## config.mk

```make
export PLATFORM = sky130hd
export DESIGN_NAME = nce_exec
export DESIGN_NICKNAME = d
export VERILOG_FILES = /design/src/nce_pkg.sv /design/src/nce_exec.sv /design/src/nce_fall_latch.sv
export SDC_FILE = /design/constraint.sdc
export NUM_CORES = 1
export LEC_CHECK = 0
export BUFFER_PORTS_ARGS = -buffer_cell sky130_fd_sc_hd__buf_2
export CORE_ASPECT_RATIO = 0.5
export CORE_MARGIN = 2
export CORE_UTILIZATION = 43
export CTS_BUF_LIST = sky130_fd_sc_hd__clkbuf_4 sky130_fd_sc_hd__clkbuf_8
export DETAILED_ROUTE_END_ITERATION = 16
export GPL_TIMING_DRIVEN = 0
export PLACE_DENSITY_LB_ADDON = 0.15
export RECOVER_POWER = 25
export SLEW_MARGIN = 40
export SYNTH_ARGS = -nofsm -noshare
export SYNTH_HDL_FRONTEND = slang
export SYNTH_SLANG_ARGS = --single-unit
```

## constraint.sdc

```tcl
create_clock -name pclk -period 10.9 [get_ports pclk]
set_input_delay 0.545 -clock pclk [delete_from_list [all_inputs] [get_ports pclk]]
set_output_delay 0.545 -clock pclk [all_outputs]
set_load 0.05 [all_outputs]
```

## src/nce_pkg.sv

```systemverilog
// nibble cpu execute unit: shared opcodes, field positions, register map and states
// assumes one instruction cycle per pclk edge and a 12-bit apb byte address
package nce_pkg;

  // ---------------------------------------------------------------
  // sequencer states
  // ---------------------------------------------------------------
  typedef enum logic [1:0] {
    NCE_FETCH,
    NCE_SECOND,
    NCE_INDIRECT,
    NCE_IDLE
  } nce_state_e;

  // ---------------------------------------------------------------
  // single-byte opcodes and opcode nibbles
  // ---------------------------------------------------------------
  localparam logic [7:0] NCE_OP_PREFIX     = 8'h33;
  localparam logic [7:0] NCE_OP_DIRECT     = 8'h23;
  localparam logic [7:0] NCE_OP_ACC_ROW    = 8'h12;
  localparam logic [7:0] NCE_OP_TFLAG      = 8'h41;
  localparam logic [7:0] NCE_OP_ACC_SER    = 8'h4f;
  localparam logic [7:0] NCE_OP_LOOKUP     = 8'hbf;
  localparam logic [7:0] NCE_OP_JUMP_IND   = 8'hff;
  localparam logic [3:0] NCE_NIB_STORE_IMM = 4'h7;
  localparam logic [3:0] NCE_NIB_SWAP      = 4'h6;
  localparam logic [3:0] NCE_NIB_SWAP_DEC  = 4'h7;
  localparam logic [3:0] NCE_NIB_SWAP_INC  = 4'h4;
  localparam logic [3:0] NCE_NIB_PTR_MIN   = 4'h8;
  localparam logic [1:0] NCE_GRP_LOW       = 2'h0;

  // ---------------------------------------------------------------
  // second bytes after the prefix
  // ---------------------------------------------------------------
  localparam logic [3:0] NCE_NIB_FSEL      = 4'h6;
  localparam logic [3:0] NCE_NIB_GOUT      = 4'h5;
  localparam logic [7:0] NCE_SB_GZERO      = 8'h21;
  localparam logic [7:0] NCE_SB_RD_G       = 8'h2a;
  localparam logic [7:0] NCE_SB_RD_IN      = 8'h28;
  localparam logic [7:0] NCE_SB_RD_FALL    = 8'h29;
  localparam logic [7:0] NCE_SB_RD_L       = 8'h2e;
  localparam logic [7:0] NCE_SB_LD_TMR     = 8'h3f;
  localparam logic [7:0] NCE_SB_RD_TMR     = 8'h2f;
  localparam logic [7:0] NCE_SB_LD_Q       = 8'h3c;
  localparam logic [7:0] NCE_SB_RD_Q       = 8'h2c;
  localparam logic [7:0] NCE_SB_DIG_OUT    = 8'h3e;
  localparam logic [7:0] NCE_SB_RAM_GOUT   = 8'h3a;
  localparam logic [7:0] NCE_SB_IDLE       = 8'h38;

  // ---------------------------------------------------------------
  // datapath limits
  // ---------------------------------------------------------------
  localparam int         NCE_RAM_WORDS     = 128;
  localparam logic [3:0] NCE_DIG_MAX       = 4'hf;
  localparam logic [3:0] NCE_DIG_MIN       = 4'h0;
  localparam logic [3:0] NCE_ONE4          = 4'h1;
  localparam logic [10:0] NCE_ONE11        = 11'h001;
  localparam logic [7:0] NCE_T_MAX         = 8'hff;

  // ---------------------------------------------------------------
  // apb register map
  // ---------------------------------------------------------------
  localparam logic [11:0] NCE_CFG_OFF      = 12'h000;
  localparam logic [11:0] NCE_STAT_OFF     = 12'h004;
  localparam logic [11:0] NCE_TMR_OFF      = 12'h008;
  localparam int          NCE_CFG_W        = 3;
  localparam int          NCE_CFG_EVT      = 0;
  localparam int          NCE_CFG_ROM1K    = 1;
  localparam int          NCE_CFG_OSCIN    = 2;

  // selects the tested bit from the test opcode pattern
  function automatic logic [1:0] nce_bit_sel(input logic [7:0] op);
    return {op[1], op[4]};
  endfunction : nce_bit_sel

  // matches the bit test pattern 000x_00x1
  function automatic logic nce_is_bit_test(input logic [7:0] op);
    return (op[7:5] == 3'h0) && (op[3:2] == 2'h0) && op[0];
  endfunction : nce_is_bit_test

endpackage : nce_pkg

```

## src/nce_exec.sv

```systemverilog
// nibble cpu execute unit: ram swaps, pointer loads, tests, port i/o, timer, lookup
// assumes rom_data answers rom_addr combinationally within the same pclk cycle
//
// Function
// [RULE1] store immediate writes ram at pointer, then increments digit pointer
// [RULE2] plain swap exchanges acc with ram, xors row with r, never skips
// [RULE3] direct swap, prefix then 1 r d, exchanges acc with ram(r,d), pointer kept
// [RULE4] swap-decrement exchanges, decrements digit, xors row, skips past zero
// [RULE5] swap-increment exchanges, increments digit, xors row, skips past fifteen
// [RULE6] short pointer load encodes d minus one; long form is prefix then 1 r d
// [RULE7] after a pointer load, following pointer loads are skipped
// [RULE8] function-select load latches y into the function-select register
// [RULE9] acc/row swap zeroes acc bit 3, or bits 3 and 2 on small rom
// [RULE10] port-g tests skip when selected bit, or all four bits, are zero
// [RULE11] ram bit test skips when selected bit of pointed ram is zero
// [RULE12] skipped instructions still fetched; indirect jump and lookup then take one cycle
// [RULE13] timer-flag test skips and clears when the overflow latch is set
// [RULE14] loading timer with msb one sets the overflow flag
// [RULE15] idle stops execution until the time-base counter overflows
// [RULE16] fall latches set after high-to-low held two cycles, clear on reset
// [RULE17] reading fall latches gives latch3, osc pin, zero, latch0, then clears
// [RULE18] l-port read puts high nibble in ram, low in acc; g, in read to acc
// [RULE19] serial swap exchanges acc with shift register, carry to clock latch
// [RULE20] lookup pushes pc+1, reads rom into q latch, pops over two cycles
// [RULE21] indirect jump loads pc low byte from rom, keeps pc high bits
// [RULE22] page-relative indirect ops use the incremented pc page
// [RULE23] pointer is 3-bit row over 4-bit digit
// [RULE24] timer mode chooses time-base or event counting; idle needs time-base
// [RULE25] prefix byte fetches the next byte and decodes the pair together
//
// Added by the designer: the register addresses and the APB slave port.
`timescale 1ns/1ps
module nce_exec (
  input  wire logic        pclk,
  input  wire logic        presetn,
  input  wire logic [11:0] paddr,
  input  wire logic        psel,
  input  wire logic        penable,
  input  wire logic        pwrite,
  input  wire logic [31:0] pwdata,
  output logic [31:0]      prdata_ff,
  output logic             pready_ff,
  output logic             pslverr_ff,
  output logic [10:0]      rom_addr_ff,
  input  wire logic [7:0]  rom_data,
  input  wire logic [3:0]  g_in,
  input  wire logic [3:0]  in_port,
  input  wire logic [7:0]  l_in,
  input  wire logic        osc_out_pin,
  input  wire logic        carry_in,
  input  wire logic        tmr_event_in,
  output logic [3:0]       g_out_ff,
  output logic [3:0]       d_out_ff,
  output logic [7:0]       q_out_ff,
  output logic [3:0]       en_out_ff,
  output logic [3:0]       sio_out_ff,
  output logic             skl_out_ff,
  output logic             idle_out_ff
);

  // ---------------------------------------------------------------
  // state
  // ---------------------------------------------------------------
  nce_pkg::nce_state_e state_ff, nxt_state;
  logic [10:0] pc_ff, nxt_pc, sa_ff, nxt_sa, sb_ff, nxt_sb, sc_ff, nxt_sc, nxt_rom_addr;
  logic [3:0]  a_ff, nxt_a, dig_ff, nxt_dig, nxt_g, nxt_d, nxt_en, nxt_sio;
  logic [2:0]  row_ff, nxt_row;
  logic [7:0]  first_ff, nxt_first, t_ff, nxt_t, nxt_q;
  logic        skip_ff, nxt_skip, chain_ff, nxt_chain, tovf_ff, nxt_skl;
  logic        evt_ff, ram_we, t_load, t_clr, fall_clr;
  logic [6:0]  ram_wa;
  logic [3:0]  ram_wd;
  logic [nce_pkg::NCE_CFG_W-1:0] cfg_ff;
  logic [3:0]  ram_mem [0:nce_pkg::NCE_RAM_WORDS-1];
  logic        fall3, fall0;

  // ---------------------------------------------------------------
  // decode
  // ---------------------------------------------------------------
  wire [7:0]  op         = rom_data;
  wire [6:0]  b_addr     = {row_ff, dig_ff}; // [RULE23]
  wire [3:0]  m          = ram_mem[b_addr];
  wire [3:0]  m_dir      = ram_mem[op[6:0]];
  wire [10:0] pc_inc     = pc_ff + nce_pkg::NCE_ONE11;
  wire [2:0]  r_low      = {1'b0, op[5:4]};
  wire        low_grp    = op[7:6] == nce_pkg::NCE_GRP_LOW;
  wire        is_prefix  = (op == nce_pkg::NCE_OP_PREFIX) || (op == nce_pkg::NCE_OP_DIRECT); // [RULE25]
  wire        is_store   = op[7:4] == nce_pkg::NCE_NIB_STORE_IMM;
  wire        is_sptr    = low_grp && (op[3:0] >= nce_pkg::NCE_NIB_PTR_MIN); // [RULE6]
  wire        is_swap    = low_grp && (op[3:0] == nce_pkg::NCE_NIB_SWAP);
  wire        is_swapdec = low_grp && (op[3:0] == nce_pkg::NCE_NIB_SWAP_DEC);
  wire        is_swapinc = low_grp && (op[3:0] == nce_pkg::NCE_NIB_SWAP_INC);
  wire        is_btest   = nce_pkg::nce_is_bit_test(op);
  wire        bit_zero_m = ~m[nce_pkg::nce_bit_sel(op)];
  wire        bit_zero_g = ~g_in[nce_pkg::nce_bit_sel(op)];
  wire        ev_mode    = cfg_ff[nce_pkg::NCE_CFG_EVT];
  wire        rom_1k     = cfg_ff[nce_pkg::NCE_CFG_ROM1K];
  wire        osc_bit    = cfg_ff[nce_pkg::NCE_CFG_OSCIN] ? osc_out_pin : 1'b1;
  wire [10:0] ind_addr   = {pc_inc[10:8], a_ff, m}; // [RULE22]
  wire        t_tick     = ev_mode ? (evt_ff & ~tmr_event_in) : 1'b1; // [RULE24]
  wire        t_ovf      = t_tick && (t_ff == nce_pkg::NCE_T_MAX);
  wire [3:0]  acc_row    = rom_1k ? {2'b00, row_ff[1:0]} : {1'b0, row_ff};
  wire [2:0]  row_acc    = rom_1k ? {1'b0, a_ff[1:0]} : a_ff[2:0];

  // ---------------------------------------------------------------
  // execute
  // ---------------------------------------------------------------
  always_comb begin
    nxt_state = state_ff;
    nxt_pc    = pc_ff;
    nxt_sa    = sa_ff;
    nxt_sb    = sb_ff;
    nxt_sc    = sc_ff;
    nxt_a     = a_ff;
    nxt_row   = row_ff;
    nxt_dig   = dig_ff;
    nxt_first = first_ff;
    nxt_skip  = skip_ff;
    nxt_chain = chain_ff;
    nxt_g     = g_out_ff;
    nxt_d     = d_out_ff;
    nxt_q     = q_out_ff;
    nxt_en    = en_out_ff;
    nxt_sio   = sio_out_ff;
    nxt_skl   = skl_out_ff;
    nxt_t     = t_ff;
    ram_we    = 1'b0;
    ram_wa    = b_addr;
    ram_wd    = a_ff;
    t_load    = 1'b0;
    t_clr     = 1'b0;
    fall_clr  = 1'b0;
    nxt_rom_addr = pc_ff;
    case (state_ff)
      nce_pkg::NCE_FETCH: begin
        nxt_pc = pc_inc;
        nxt_rom_addr = pc_inc;
        if (is_prefix) begin
          nxt_first = op;
          nxt_state = nce_pkg::NCE_SECOND;
        end else begin
          nxt_skip  = 1'b0;
          nxt_chain = 1'b0;
          if (skip_ff) begin
            nxt_skip = 1'b0; // [RULE12]
          end else if (chain_ff && is_sptr) begin
            nxt_chain = 1'b1; // [RULE7]
          end else if (is_store) begin
            ram_we  = 1'b1; // [RULE1]
            ram_wd  = op[3:0];
            nxt_dig = dig_ff + nce_pkg::NCE_ONE4;
          end else if (is_sptr) begin
            nxt_row   = r_low; // [RULE6]
            nxt_dig   = op[3:0] + nce_pkg::NCE_ONE4;
            nxt_chain = 1'b1;
          end else if (is_swap || is_swapdec || is_swapinc) begin
            ram_we  = 1'b1; // [RULE2]
            nxt_a   = m;
            nxt_row = row_ff ^ r_low;
            if (is_swapdec) begin
              nxt_dig  = dig_ff - nce_pkg::NCE_ONE4; // [RULE4]
              nxt_skip = dig_ff == nce_pkg::NCE_DIG_MIN;
            end else if (is_swapinc) begin
              nxt_dig  = dig_ff + nce_pkg::NCE_ONE4; // [RULE5]
              nxt_skip = dig_ff == nce_pkg::NCE_DIG_MAX;
            end
          end else if (is_btest) begin
            nxt_skip = bit_zero_m; // [RULE11]
          end else if (op == nce_pkg::NCE_OP_ACC_ROW) begin
            nxt_a   = acc_row; // [RULE9]
            nxt_row = row_acc;
          end else if (op == nce_pkg::NCE_OP_TFLAG) begin
            nxt_skip = tovf_ff; // [RULE13]
            t_clr    = tovf_ff;
          end else if (op == nce_pkg::NCE_OP_ACC_SER) begin
            nxt_a   = sio_out_ff; // [RULE19]
            nxt_sio = a_ff;
            nxt_skl = carry_in;
          end else if ((op == nce_pkg::NCE_OP_LOOKUP) || (op == nce_pkg::NCE_OP_JUMP_IND)) begin
            nxt_first    = op;
            nxt_state    = nce_pkg::NCE_INDIRECT;
            nxt_rom_addr = ind_addr; // [RULE22]
            if (op == nce_pkg::NCE_OP_LOOKUP) begin
              nxt_sa = pc_inc; // [RULE20]
              nxt_sb = sa_ff;
              nxt_sc = sb_ff;
            end
          end
        end
      end
      nce_pkg::NCE_SECOND: begin
        nxt_pc       = pc_inc;
        nxt_rom_addr = pc_inc;
        nxt_state    = nce_pkg::NCE_FETCH;
        nxt_skip     = 1'b0;
        nxt_chain    = 1'b0;
        if (skip_ff) begin
          nxt_skip = 1'b0; // [RULE12]
        end else if (first_ff == nce_pkg::NCE_OP_DIRECT) begin
          nxt_a = m_dir; // [RULE3]
          if (op[7]) begin
            ram_we = 1'b1;
            ram_wa = op[6:0];
          end
        end else if (op[7]) begin
          nxt_chain = 1'b1; // [RULE7]
          if (!chain_ff) begin
            nxt_row = op[6:4]; // [RULE6]
            nxt_dig = op[3:0];
          end
        end else if (op[7:4] == nce_pkg::NCE_NIB_FSEL) begin
          nxt_en = op[3:0]; // [RULE8]
        end else if (op[7:4] == nce_pkg::NCE_NIB_GOUT) begin
          nxt_g = op[3:0];
        end else if (op == nce_pkg::NCE_SB_GZERO) begin
          nxt_skip = g_in == nce_pkg::NCE_DIG_MIN; // [RULE10]
        end else if (nce_pkg::nce_is_bit_test(op)) begin
          nxt_skip = bit_zero_g; // [RULE10]
        end else if (op == nce_pkg::NCE_SB_RD_G) begin
          nxt_a = g_in; // [RULE18]
        end else if (op == nce_pkg::NCE_SB_RD_IN) begin
          nxt_a = in_port; // [RULE18]
        end else if (op == nce_pkg::NCE_SB_RD_FALL) begin
          nxt_a    = {fall3, osc_bit, 1'b0, fall0}; // [RULE17]
          fall_clr = 1'b1;
        end else if (op == nce_pkg::NCE_SB_RD_L) begin
          ram_we = 1'b1; // [RULE18]
          ram_wd = l_in[7:4];
          nxt_a  = l_in[3:0];
        end else if (op == nce_pkg::NCE_SB_LD_TMR) begin
          nxt_t  = {a_ff, m}; // [RULE14]
          t_load = 1'b1;
        end else if (op == nce_pkg::NCE_SB_RD_TMR) begin
          ram_we = 1'b1;
          ram_wd = t_ff[7:4];
          nxt_a  = t_ff[3:0];
        end else if (op == nce_pkg::NCE_SB_LD_Q) begin
          nxt_q = {a_ff, m};
        end else if (op == nce_pkg::NCE_SB_RD_Q) begin
          ram_we = 1'b1;
          ram_wd = q_out_ff[7:4];
          nxt_a  = q_out_ff[3:0];
        end else if (op == nce_pkg::NCE_SB_DIG_OUT) begin
          nxt_d = dig_ff;
        end else if (op == nce_pkg::NCE_SB_RAM_GOUT) begin
          nxt_g = m;
        end else if ((op == nce_pkg::NCE_SB_IDLE) && !ev_mode) begin
          nxt_state    = nce_pkg::NCE_IDLE; // [RULE15]
          nxt_rom_addr = pc_inc;
        end
      end
      nce_pkg::NCE_INDIRECT: begin
        nxt_state = nce_pkg::NCE_FETCH;
        if (first_ff == nce_pkg::NCE_OP_LOOKUP) begin
          nxt_q  = rom_data; // [RULE20]
          nxt_pc = sa_ff;
          nxt_sa = sb_ff;
          nxt_sb = sc_ff;
        end else begin
          nxt_pc = {pc_ff[10:8], rom_data}; // [RULE21]
        end
        nxt_rom_addr = nxt_pc;
      end
      nce_pkg::NCE_IDLE: begin
        if (t_ovf) begin
          nxt_state = nce_pkg::NCE_FETCH; // [RULE15]
        end
      end
      default: begin
        nxt_state = nce_pkg::NCE_FETCH;
      end
    endcase
    if (!t_load && t_tick) begin
      nxt_t = t_ff + 8'h01;
    end
  end

  // ---------------------------------------------------------------
  // sequencer and datapath registers
  // ---------------------------------------------------------------
  always_ff @(posedge pclk or negedge presetn) begin
    if (!presetn) begin
      state_ff    <= nce_pkg::NCE_FETCH;
      pc_ff       <= '0;
      rom_addr_ff <= '0;
      sa_ff       <= '0;
      sb_ff       <= '0;
      sc_ff       <= '0;
      a_ff        <= '0;
      row_ff      <= '0;
      dig_ff      <= '0;
      first_ff    <= '0;
      skip_ff     <= 1'b0;
      chain_ff    <= 1'b0;
      idle_out_ff <= 1'b0;
    end else begin
      state_ff    <= nxt_state;
      pc_ff       <= nxt_pc;
      rom_addr_ff <= nxt_rom_addr;
      sa_ff       <= nxt_sa;
      sb_ff       <= nxt_sb;
      sc_ff       <= nxt_sc;
      a_ff        <= nxt_a;
      row_ff      <= nxt_row;
      dig_ff      <= nxt_dig;
      first_ff    <= nxt_first;
      skip_ff     <= nxt_skip;
      chain_ff    <= nxt_chain;
      idle_out_ff <= nxt_state == nce_pkg::NCE_IDLE;
    end
  end

  // ---------------------------------------------------------------
  // ports, timer and serial registers
  // ---------------------------------------------------------------
  always_ff @(posedge pclk or negedge presetn) begin
    if (!presetn) begin
      g_out_ff   <= '0;
      d_out_ff   <= '0;
      q_out_ff   <= '0;
      en_out_ff  <= '0;
      sio_out_ff <= '0;
      skl_out_ff <= 1'b0;
      t_ff       <= '0;
      tovf_ff    <= 1'b0;
      evt_ff     <= 1'b0;
    end else begin
      g_out_ff   <= nxt_g;
      d_out_ff   <= nxt_d;
      q_out_ff   <= nxt_q;
      en_out_ff  <= nxt_en;
      sio_out_ff <= nxt_sio;
      skl_out_ff <= nxt_skl;
      t_ff       <= nxt_t;
      evt_ff     <= tmr_event_in;
      tovf_ff    <= t_ovf | (t_load & a_ff[3]) | (tovf_ff & ~t_clr); // [RULE14]
    end
  end

  // ---------------------------------------------------------------
  // data memory
  // ---------------------------------------------------------------
  always_ff @(posedge pclk) begin
    if (ram_we) begin
      ram_mem[ram_wa] <= ram_wd;
    end
  end

  // ---------------------------------------------------------------
  // falling-edge input latches
  // ---------------------------------------------------------------
  nce_fall_latch u_fall3 (
    .pclk     (pclk),
    .presetn  (presetn),
    .pin_in   (in_port[3]),
    .clr      (fall_clr),
    .latch_ff (fall3)
  );

  nce_fall_latch u_fall0 (
    .pclk     (pclk),
    .presetn  (presetn),
    .pin_in   (in_port[0]),
    .clr      (fall_clr),
    .latch_ff (fall0)
  );

  // ---------------------------------------------------------------
  // apb slave
  // ---------------------------------------------------------------
  wire        apb_setup = psel & ~penable;
  wire        apb_write = psel & penable & pready_ff & pwrite;
  wire        sel_cfg   = paddr == nce_pkg::NCE_CFG_OFF;
  wire        sel_stat  = paddr == nce_pkg::NCE_STAT_OFF;
  wire        sel_tmr   = paddr == nce_pkg::NCE_TMR_OFF;
  wire [31:0] rd_word   = sel_cfg  ? 32'(cfg_ff) :
                          sel_stat ? 32'({a_ff, row_ff, dig_ff, pc_ff}) :
                          sel_tmr  ? 32'({tovf_ff, t_ff}) : '0;

  always_ff @(posedge pclk or negedge presetn) begin
    if (!presetn) begin
      prdata_ff  <= '0;
      pready_ff  <= 1'b0;
      pslverr_ff <= 1'b0;
      cfg_ff     <= '0;
    end else begin
      pready_ff  <= apb_setup;
      pslverr_ff <= apb_setup & ~(sel_cfg | sel_stat | sel_tmr);
      prdata_ff  <= apb_setup ? rd_word : '0;
      if (apb_write && sel_cfg) begin
        cfg_ff <= pwdata[nce_pkg::NCE_CFG_W-1:0]; // [RULE24]
      end
    end
  end

endmodule : nce_exec

```

## src/nce_fall_latch.sv

```systemverilog
// falling-edge input latch with a two-cycle low filter
// assumes pin_in is synchronous to pclk
`timescale 1ns/1ps
module nce_fall_latch (
  input  wire logic pclk,
  input  wire logic presetn,
  input  wire logic pin_in,
  input  wire logic clr,
  output logic      latch_ff
);

  logic [1:0] hist_ff;
  wire        fall_seen = hist_ff[1] & ~hist_ff[0] & ~pin_in;

  // ---------------------------------------------------------------
  // history and sticky latch
  // ---------------------------------------------------------------
  always_ff @(posedge pclk or negedge presetn) begin
    if (!presetn) begin
      hist_ff  <= '0;
      latch_ff <= 1'b0;
    end else begin
      hist_ff  <= {hist_ff[0], pin_in};
      latch_ff <= fall_seen | (latch_ff & ~clr); // [RULE16]
    end
  end

endmodule : nce_fall_latch

```

==> results of run 1 <==
[placed cells by master (no fill, tap or decap), types with 13 or more instances in the layout]
cell type / instances
clkbuf_8: 109
clkinv_2: 14
o21ai_0: 72
nor3_2: 35
nor2b_1: 22
mux2i_1: 84
clkinv_1: 19
and3_1: 15
mux4_2: 247
nand2b_1: 17
edfxtp_1: 512
clkbuf_2: 35
a211oi_1: 16
o211ai_1: 26
inv_1: 22
nor2_1: 76
buf_4: 27
o221ai_1: 13
a221oi_1: 15
a31oi_1: 16
nand2_1: 153
buf_2: 86
a22oi_1: 19
clkbuf_1: 145
dfrtp_1: 147
buf_8: 15
and2_1: 17
clkbuf_4: 30
nand3_1: 40
mux2_2: 84
o22ai_1: 24
nor3_1: 126
a21oi_1: 44
[sequential cells by signal, summed over array words and instances (netlist names), 11 cells and up]
signal,count
sb_ff,11
rom_addr_ff,11
sa_ff,11
sc_ff,11
ram_mem,512
prdata_ff,22
pc_ff,11
[power breakdown]
part	switching, mW	internal, mW
clock	1.05	1.17
sequential	0.0937	2.80
combinational	1.84	0.739
total	2.98	4.70
[metrics by stage]
stage | hold WS [ns] | TNS [ns] | worst slack (ns) | area (sq um)
floorplan | 0.249 | 0 | 1.31 | 33100
global placement | 0.361 | -1771.66 | -6.64 | 34900
detailed placement | 0.366 | 0 | 4.27 | 35600
CTS | 0.0362 | 0 | 5.10 | 37700
global route | 0.0463 | 0 | 2.47 | 37600
finish | 0.0916 | 0 | 2.81 | 37600
[worst min path at each step]
stage / start / endpoint / slack, ns / cells past startpoint
after detailed placement: u_fall0.hist_ff[0] / u_fall0.hist_ff[1] / 0.37 / 0
after global placement: u_fall3.hist_ff[0] / u_fall3.hist_ff[1] / 0.36 / 0
after CTS: psel / pready_ff / 0.04 / 2
after global routing: paddr[3] / pslverr_ff / 0.05 / 3
final: psel / pready_ff / 0.09 / 2
after floorplan: presetn / a_ff[0] / 0.25 / 0
[layout make-up]
type                       instances  area (sq um)  share of cell area
multi-input combinational       1377         13200               0.351
clock buffer                     139          1730              0.0458
timing repair buffer             141           900              0.0239
buffer                           193           995              0.0264
antenna                            7          17.5            0.000465
sequential                       659         19100               0.506
tap                             1022          1280              0.0340
inverter                          24          90.1             0.00239
clock inverter                    43           362             0.00961
[kinds of logic after synthesis]
family | Yosys count | synth area share
muxes | 416 | 0.223
and+or+nand+nor | 566 | 0.0850
DFF | 659 | 0.576
buffers and inverters | 217 | 0.0320
other | 1 | 0.000113
adders and majority gates | 9 | 0.00341
xor gates and xnor gates | 13 | 0.00344
AOI/OAI and AO/OA | 363 | 0.0772
[timing repair]
action                    4_1_cts  5_1_grt
resized for setup               0        0
hold endpoints to repair       82        0
hold buffers                    9        0
[layer usage]
metal	part of all wire	global-route usage
met5	0	0
met4	0.052	0.151
met3	0.14	0.127
met2	0.43	0.508
met1	0.38	0.454
==> out/qor.log, run 1 <==
[worst_setup_path] Worst R2R End a_ff[3]
[logic_synthesis] fraction of synthesized cell area taken by the top area cell type 0.465
[worst_setup_path] CP most frequent cell clkbuf_1
[grt] GRT Overall Usage 0.342
[logic_synthesis] most numerous cell types in the synthesized netlist 512 x edfxtp_1, 247 x mux4_2, 160 x nor3_1
[worst_setup_path] critical path depth 19
[sta] period utilization 0.742
[worst_setup_path] largest fanout on the critical path 23
[floorplanning] Core Area 75600 sq um
[logic_synthesis] biggest area consumer among synthesized cells edfxtp_1
[route] number of DRC violations after detailed routing 0
[sta] headroom to the max-slew limit -1.54
[logic_synthesis] post-synthesis async set-or-reset flop share 0.223
[run] number of maximum-capacitance violations 7
[sta] final count of pins violating max slew 185
[worst_setup_path] Top delay family on crit path buffers and inverters
[worst_setup_path] r2r startpoint dig_ff[0]
[worst_setup_path] number of cells on the worst reg-to-reg path 12
[worst_setup_path] crit path launch type input pin
[route] total wirelength of the detailed-routed design 136000 microns
[layout] fill cell total of the finished layout 6569
[clock_tree] Clock Tree Buf Depth 3
[sta] setup repair after global routing missed its margin no
[worst_setup_path] cell with the largest stage delay on the worst path clkbuf_1
[clock_tree] CTS Sinks 659
[clock_tree] root buffer selected by CTS clkbuf_8
[power] Peak VDD IR 0.118 mV
[worst_setup_path] number of buffer and inverter instances along the worst setup path 12
[clock_tree] post-CTS setup buffer count 0
[floorplanning] number of rows created at floorplan 71
[logic_synthesis] dominant cell by count in the synthesized netlist edfxtp_1
[route] number of antenna-violating nets in the routed design 0
[place] HPWL reported at the end of detailed placement 95800 microns
[grt] antenna violations before repair 7
[clock_tree] CTS tree yes
[worst_setup_path] endpoint of the worst setup timing path ram_mem[61][3]
[route] average detailed-routed wire length per instance 37.6 microns
[floorplanning] die extent in x 396 microns
[outcome] failing checks capacitance limit, slew limit
[worst_setup_path] crit-path cells buf_2 -> buf_6 -> clkbuf_1 -> clkbuf_1 -> clkbuf_1 -> inv_1 -> ha_1 -> clkbuf_1 -> or3_1 -> a211o_1 -> or2_1 -> clkbuf_1 -> o311ai_0 -> a21oi_1 -> a21oi_4 -> buf_8 -> buf_16 -> buf_8 -> buf_8
[logic_synthesis] distinct cell type count of the synthesized netlist 86
[logic_synthesis] most instantiated flip-flop cell in the synthesis netlist edfxtp_1
[worst_hold_path] worst hold path class input pin to register
[sta] maximum clock skew at final layout 0.0576 ns
[route] initial drt markers 4057
[logic_synthesis] #FFs+latches synth 659
[sta] final setup violating endpoints 0
[power] pwr/cell area 204 nW/um^2
[worst_setup_path] Critical Path End Type register
[route] vias after detailed routing 24594
[worst_setup_path] slack of the worst reg-to-reg path 4.61 ns
[layout] area growth from synthesis to layout 13.8%
[sta] min cycle time layout 8.09 ns
[sta] Max Clk Rate 0.124 GHz
[grt] global-route congestion overflow total 0
[logic_synthesis] post-synthesis cell count 2244
[layout] share of post-route cells with drive strength above 1 0.285
[logic_synthesis] cell area after synthesis 33100 sq um
[logic_synthesis] number of enable flip-flop cells after synthesis 512
[route] detailed-router iteration count before antenna repair 6
[clock_tree] register clock-pin slew on the reported worst setup and hold paths 0.06 ns
[outcome] run status finished with violations
[place] count of buffers inserted at the top-level ports 105
[floorplanning] vertical die dimension 200 microns
[logic_synthesis] dominant cells by area after synthesis edfxtp_1 46%, mux4_2 17%, dfrtp_1 11%
[layout] number of standard cells in the layout, taps in and fillers out 3605
[worst_setup_path] worst path required time 11.52 ns
[worst_setup_path] CP startpoint rom_data[0]
[place] RD Place Congestion 1.04
[grt] largest net degree at the start of global routing 74
[floorplanning] Die Footprint 79300 sq um
[floorplanning] Ports 147
[power] Overall Power 7.68 mW
[sta] Hold Vio Cnt, Final 0
[sta] transition time at the pin with the least slew margin 3.81 ns
[worst_setup_path] category of the critical setup timing path input pin to register
[floorplanning] initial standard-cell utilization of the core 0.437
[layout] total number of nets in the final design 2580
[grt] global-route wire length before repair 185000 microns
[logic_synthesis] Avg Inst Size Synth 14.7 sq um
[clock_tree] number of clock buffers inserted by TritonCTS 99
[logic_synthesis] Synthesis Warnings 0
[grt] via count of the first global-routing pass 23627
[worst_setup_path] crit-path max cell delay 1.03 ns
[clock_tree] H-Tree Depth 3
[layout] Finished Core Util 0.498
[clock_tree] Clock Latency Late Sink 0.81 ns
[logic_synthesis] post-synthesis sequential area ratio 0.576
[power] static leakage 12.9 nW
[place] number of placed instances, taps included 3405
[route] detailed-route vias per instance 6.82
[worst_setup_path] arrival time at the worst endpoint 8.71 ns
(Power assumes the default switching activity.)
==> run 2: changes to the inputs <==
clock period = 8 ns   (was 10.9 ns; I/O delays follow)
==> run 2 against run 1 <==
  * The flow still finishes with violations (capacitance limit, slew limit)
  * Critical endpoint is now ram_mem[81][1]
  * Via count is 0.20% higher
  * Power is 35% higher
  * Count of clock-buffer cells in the layout is 5 lower
  * Worst setup slack worse by 2.0 ns
  * Register-to-register slack worse by 3.4 ns
  * Sequential share of layout area is 0.079 points higher
==> out/qor.log, run 2 (synthesis results as in run 1) <==
[floorplanning] Core Area 75600 sq um
[clock_tree] number of clock buffers inserted by TritonCTS 96
[run] number of maximum-capacitance violations 6
[worst_hold_path] origin of the worst min-delay path paddr[10]
[clock_tree] root buffer selected by CTS clkbuf_8
[place] HPWL reported at the end of detailed placement 95400 microns
[sta] min cycle time layout 7.17 ns
[layout] flip-flop count of the largest register, all copies and words added 512
[outcome] run status finished with violations
[worst_setup_path] CP most frequent cell clkbuf_1
[worst_setup_path] Top delay family on crit path buffers and inverters
[layout] most common cell after layout, fill and taps aside edfxtp_1
[route] initial drt markers 4568
[grt] via count of the first global-routing pass 23739
[place] pre-CTS WS 1.19 ns
[layout] Top reg by flops ram_mem
[clock_tree] Clock Tree Buf Depth 3
[route] number of antenna-violating nets in the routed design 0
[place] count of buffers inserted at the top-level ports 105
[sta] maximum clock skew at final layout 0.0546 ns
[power] pwr/cell area 277 nW/um^2
[grt] largest net degree at the start of global routing 75
[worst_setup_path] crit-path max cell delay 1.13 ns
[sta] Hold Vio Cnt, Final 0
[power] static leakage 12.9 nW
[place] RD Place Congestion 1.04
[worst_setup_path] largest fanout on the critical path 22
[floorplanning] initial standard-cell utilization of the core 0.437
[sta] final worst setup slack 0.829 ns
[worst_setup_path] worst path required time 8.63 ns
[power] Peak VDD IR 0.137 mV
[worst_setup_path] number of buffer and inverter instances along the worst setup path 12
[clock_tree] H-Tree Depth 3
[place] Placed Area 35600 sq um
[grt] global-route wire length before repair 185000 microns
[worst_setup_path] CP startpoint rom_data[1]
[sta] period utilization 0.896
[clock_tree] register clock-pin slew on the reported worst setup and hold paths 0.07 ns
[layout] share of post-route cells with drive strength above 1 0.279
[floorplanning] number of rows created at floorplan 71
[outcome] failing checks capacitance limit, slew limit
[layout] design area 37600 sq um
[route] detailed-route vias per instance 6.85
[worst_setup_path] slack of the worst reg-to-reg path 1.24 ns
[worst_setup_path] arrival time at the worst endpoint 7.80 ns
[clock_tree] cells resized by post-CTS repair 0
[floorplanning] die extent in x 396 microns
[sta] sum of negative setup slack 0 ns
[sta] setup repair after global routing missed its margin no
[power] Overall Power 10.4 mW
[route] number of DRC violations after detailed routing 0
[grt] global-route congestion overflow total 0
[layout] biggest regs ram_mem (512), prdata_ff (22)
[sta] headroom to the max-slew limit -1.58
[sta] transition time at the pin with the least slew margin 3.87 ns
[sta] final count of pins violating max slew 163
[layout] area growth from synthesis to layout 13.7%
[worst_hold_path] endpoint of the worst hold path prdata_ff[0]
[place] number of placed instances, taps included 3406
[floorplanning] vertical die dimension 200 microns
[floorplanning] Ports 147
[route] detailed-router iteration count before antenna repair 9
[worst_hold_path] worst hold path class input pin to register
[worst_setup_path] crit-path cells buf_2 -> clkbuf_1 -> clkbuf_1 -> clkbuf_1 -> buf_2 -> inv_1 -> ha_1 -> clkbuf_1 -> or3_1 -> a211o_1 -> or2_1 -> clkbuf_1 -> a311o_1 -> a32o_1 -> a21oi_4 -> buf_8 -> buf_8 -> buf_6 -> buf_8
[worst_setup_path] r2r startpoint dig_ff[1]
[floorplanning] Die Footprint 79300 sq um
[layout] most frequent cells in the layout 512 x edfxtp_1, 247 x mux4_2, 153 x nand2_1
[layout] total number of nets in the final design 2579
[worst_setup_path] number of cells on the worst reg-to-reg path 10
[worst_hold_path] cell depth of the worst min-delay path 4
[clock_tree] Clock Latency Late Sink 0.81 ns
[route] average detailed-routed wire length per instance 37.7 microns
[worst_setup_path] Critical Path End Type register
[route] vias after detailed routing 24642
[sta] final setup violating endpoints 0
[sta] Max Clk Rate 0.139 GHz
[worst_setup_path] category of the critical setup timing path input pin to register
[worst_setup_path] crit path launch type input pin
[route] total wirelength of the detailed-routed design 136000 microns
[grt] GRT Overall Usage 0.342
[layout] number of standard cells in the layout, taps in and fillers out 3598
[worst_setup_path] cell with the largest stage delay on the worst path clkbuf_1
[grt] antenna violations before repair 2
[worst_setup_path] Worst R2R End q_out_ff[2]
[layout] fill cell total of the finished layout 6500
[clock_tree] CTS Sinks 659
[clock_tree] CTS tree yes
[run 2: cell count changes in the layout (fill, tap and decap cells not counted), sizes merged, moves of 2 or more]
cell and delta:
clkbuf -6, bufinv -2, dlygate4sd3 +3, diode -4, inv -2, clkinvlp +3
[run 2: power breakdown]
part	internal, mW	switching [mW]	total [mW]
Sequential	3.81	0.128	3.94
Combinational	1.00	2.51	3.52
Clock	1.51	1.44	2.95
Total	6.33	4.08	10.4
[run 2: worst min-delay path, cell delays in order]
cell,delay (ns)
buf_2,0.08
nor4_1,0.07
nand2_1,0.24
nor2_1,0.09
[run 2: what timing repair did]
item | 4_1_cts | 5_1_grt
setup buffers | 0 | 0
setup endpoints to repair | 0 | 0
hold buffers | 12 | 0
endpoints found under the hold margin | 158 | 0
[run 2: how the worst max path moves through the flow]
stage	end	slack, ns	depth (start not counted)
floorplan	ram_mem[0][1]	0.04	14
global route	ram_mem[81][1]	1.04	19
global placement	ram_mem[51][3]	-6.58	15
detailed placement	ram_mem[112][1]	1.19	19
finish	ram_mem[81][1]	0.83	19
CTS	ram_mem[90][1]	2.00	19
[run 2: final cells by class]
cell class                      instances  area (sq um)  share of cell area
Antenna cell                            3          7.51            0.000200
Buffer                                193          1000              0.0267
Clock buffer                          134          1710              0.0454
Clock inverter                         43           318             0.00846
Inverter                               24          90.1             0.00240
Multi-Input combinational cell       1377         13200               0.351
Sequential cell                       659         19100               0.507
Tap cell                             1022          1280              0.0340
Timing Repair Buffer                  143           946              0.0252
[run 2: through the flow]
| stage | hold slack (ns) | util |
|---|---|---|
| 6_report | 0.153 | 0.497 |
| 3_3_place_gp | 0.360 | 0.462 |
| 4_1_cts | 0.0184 | 0.499 |
| 3_5_place_dp | 0.243 | 0.471 |
| 5_1_grt | 0.195 | 0.497 |
| 2_1_floorplan | 0.104 | - |
[run 2: per-layer routing]
| metal | global-route usage | wire length (microns) |
|---|---|---|
| met1 | 0.447 | 50800 |
| met2 | 0.509 | 57900 |
| met3 | 0.135 | 19900 |
| met4 | 0.152 | 6960 |
| met5 | 0 | 196 |
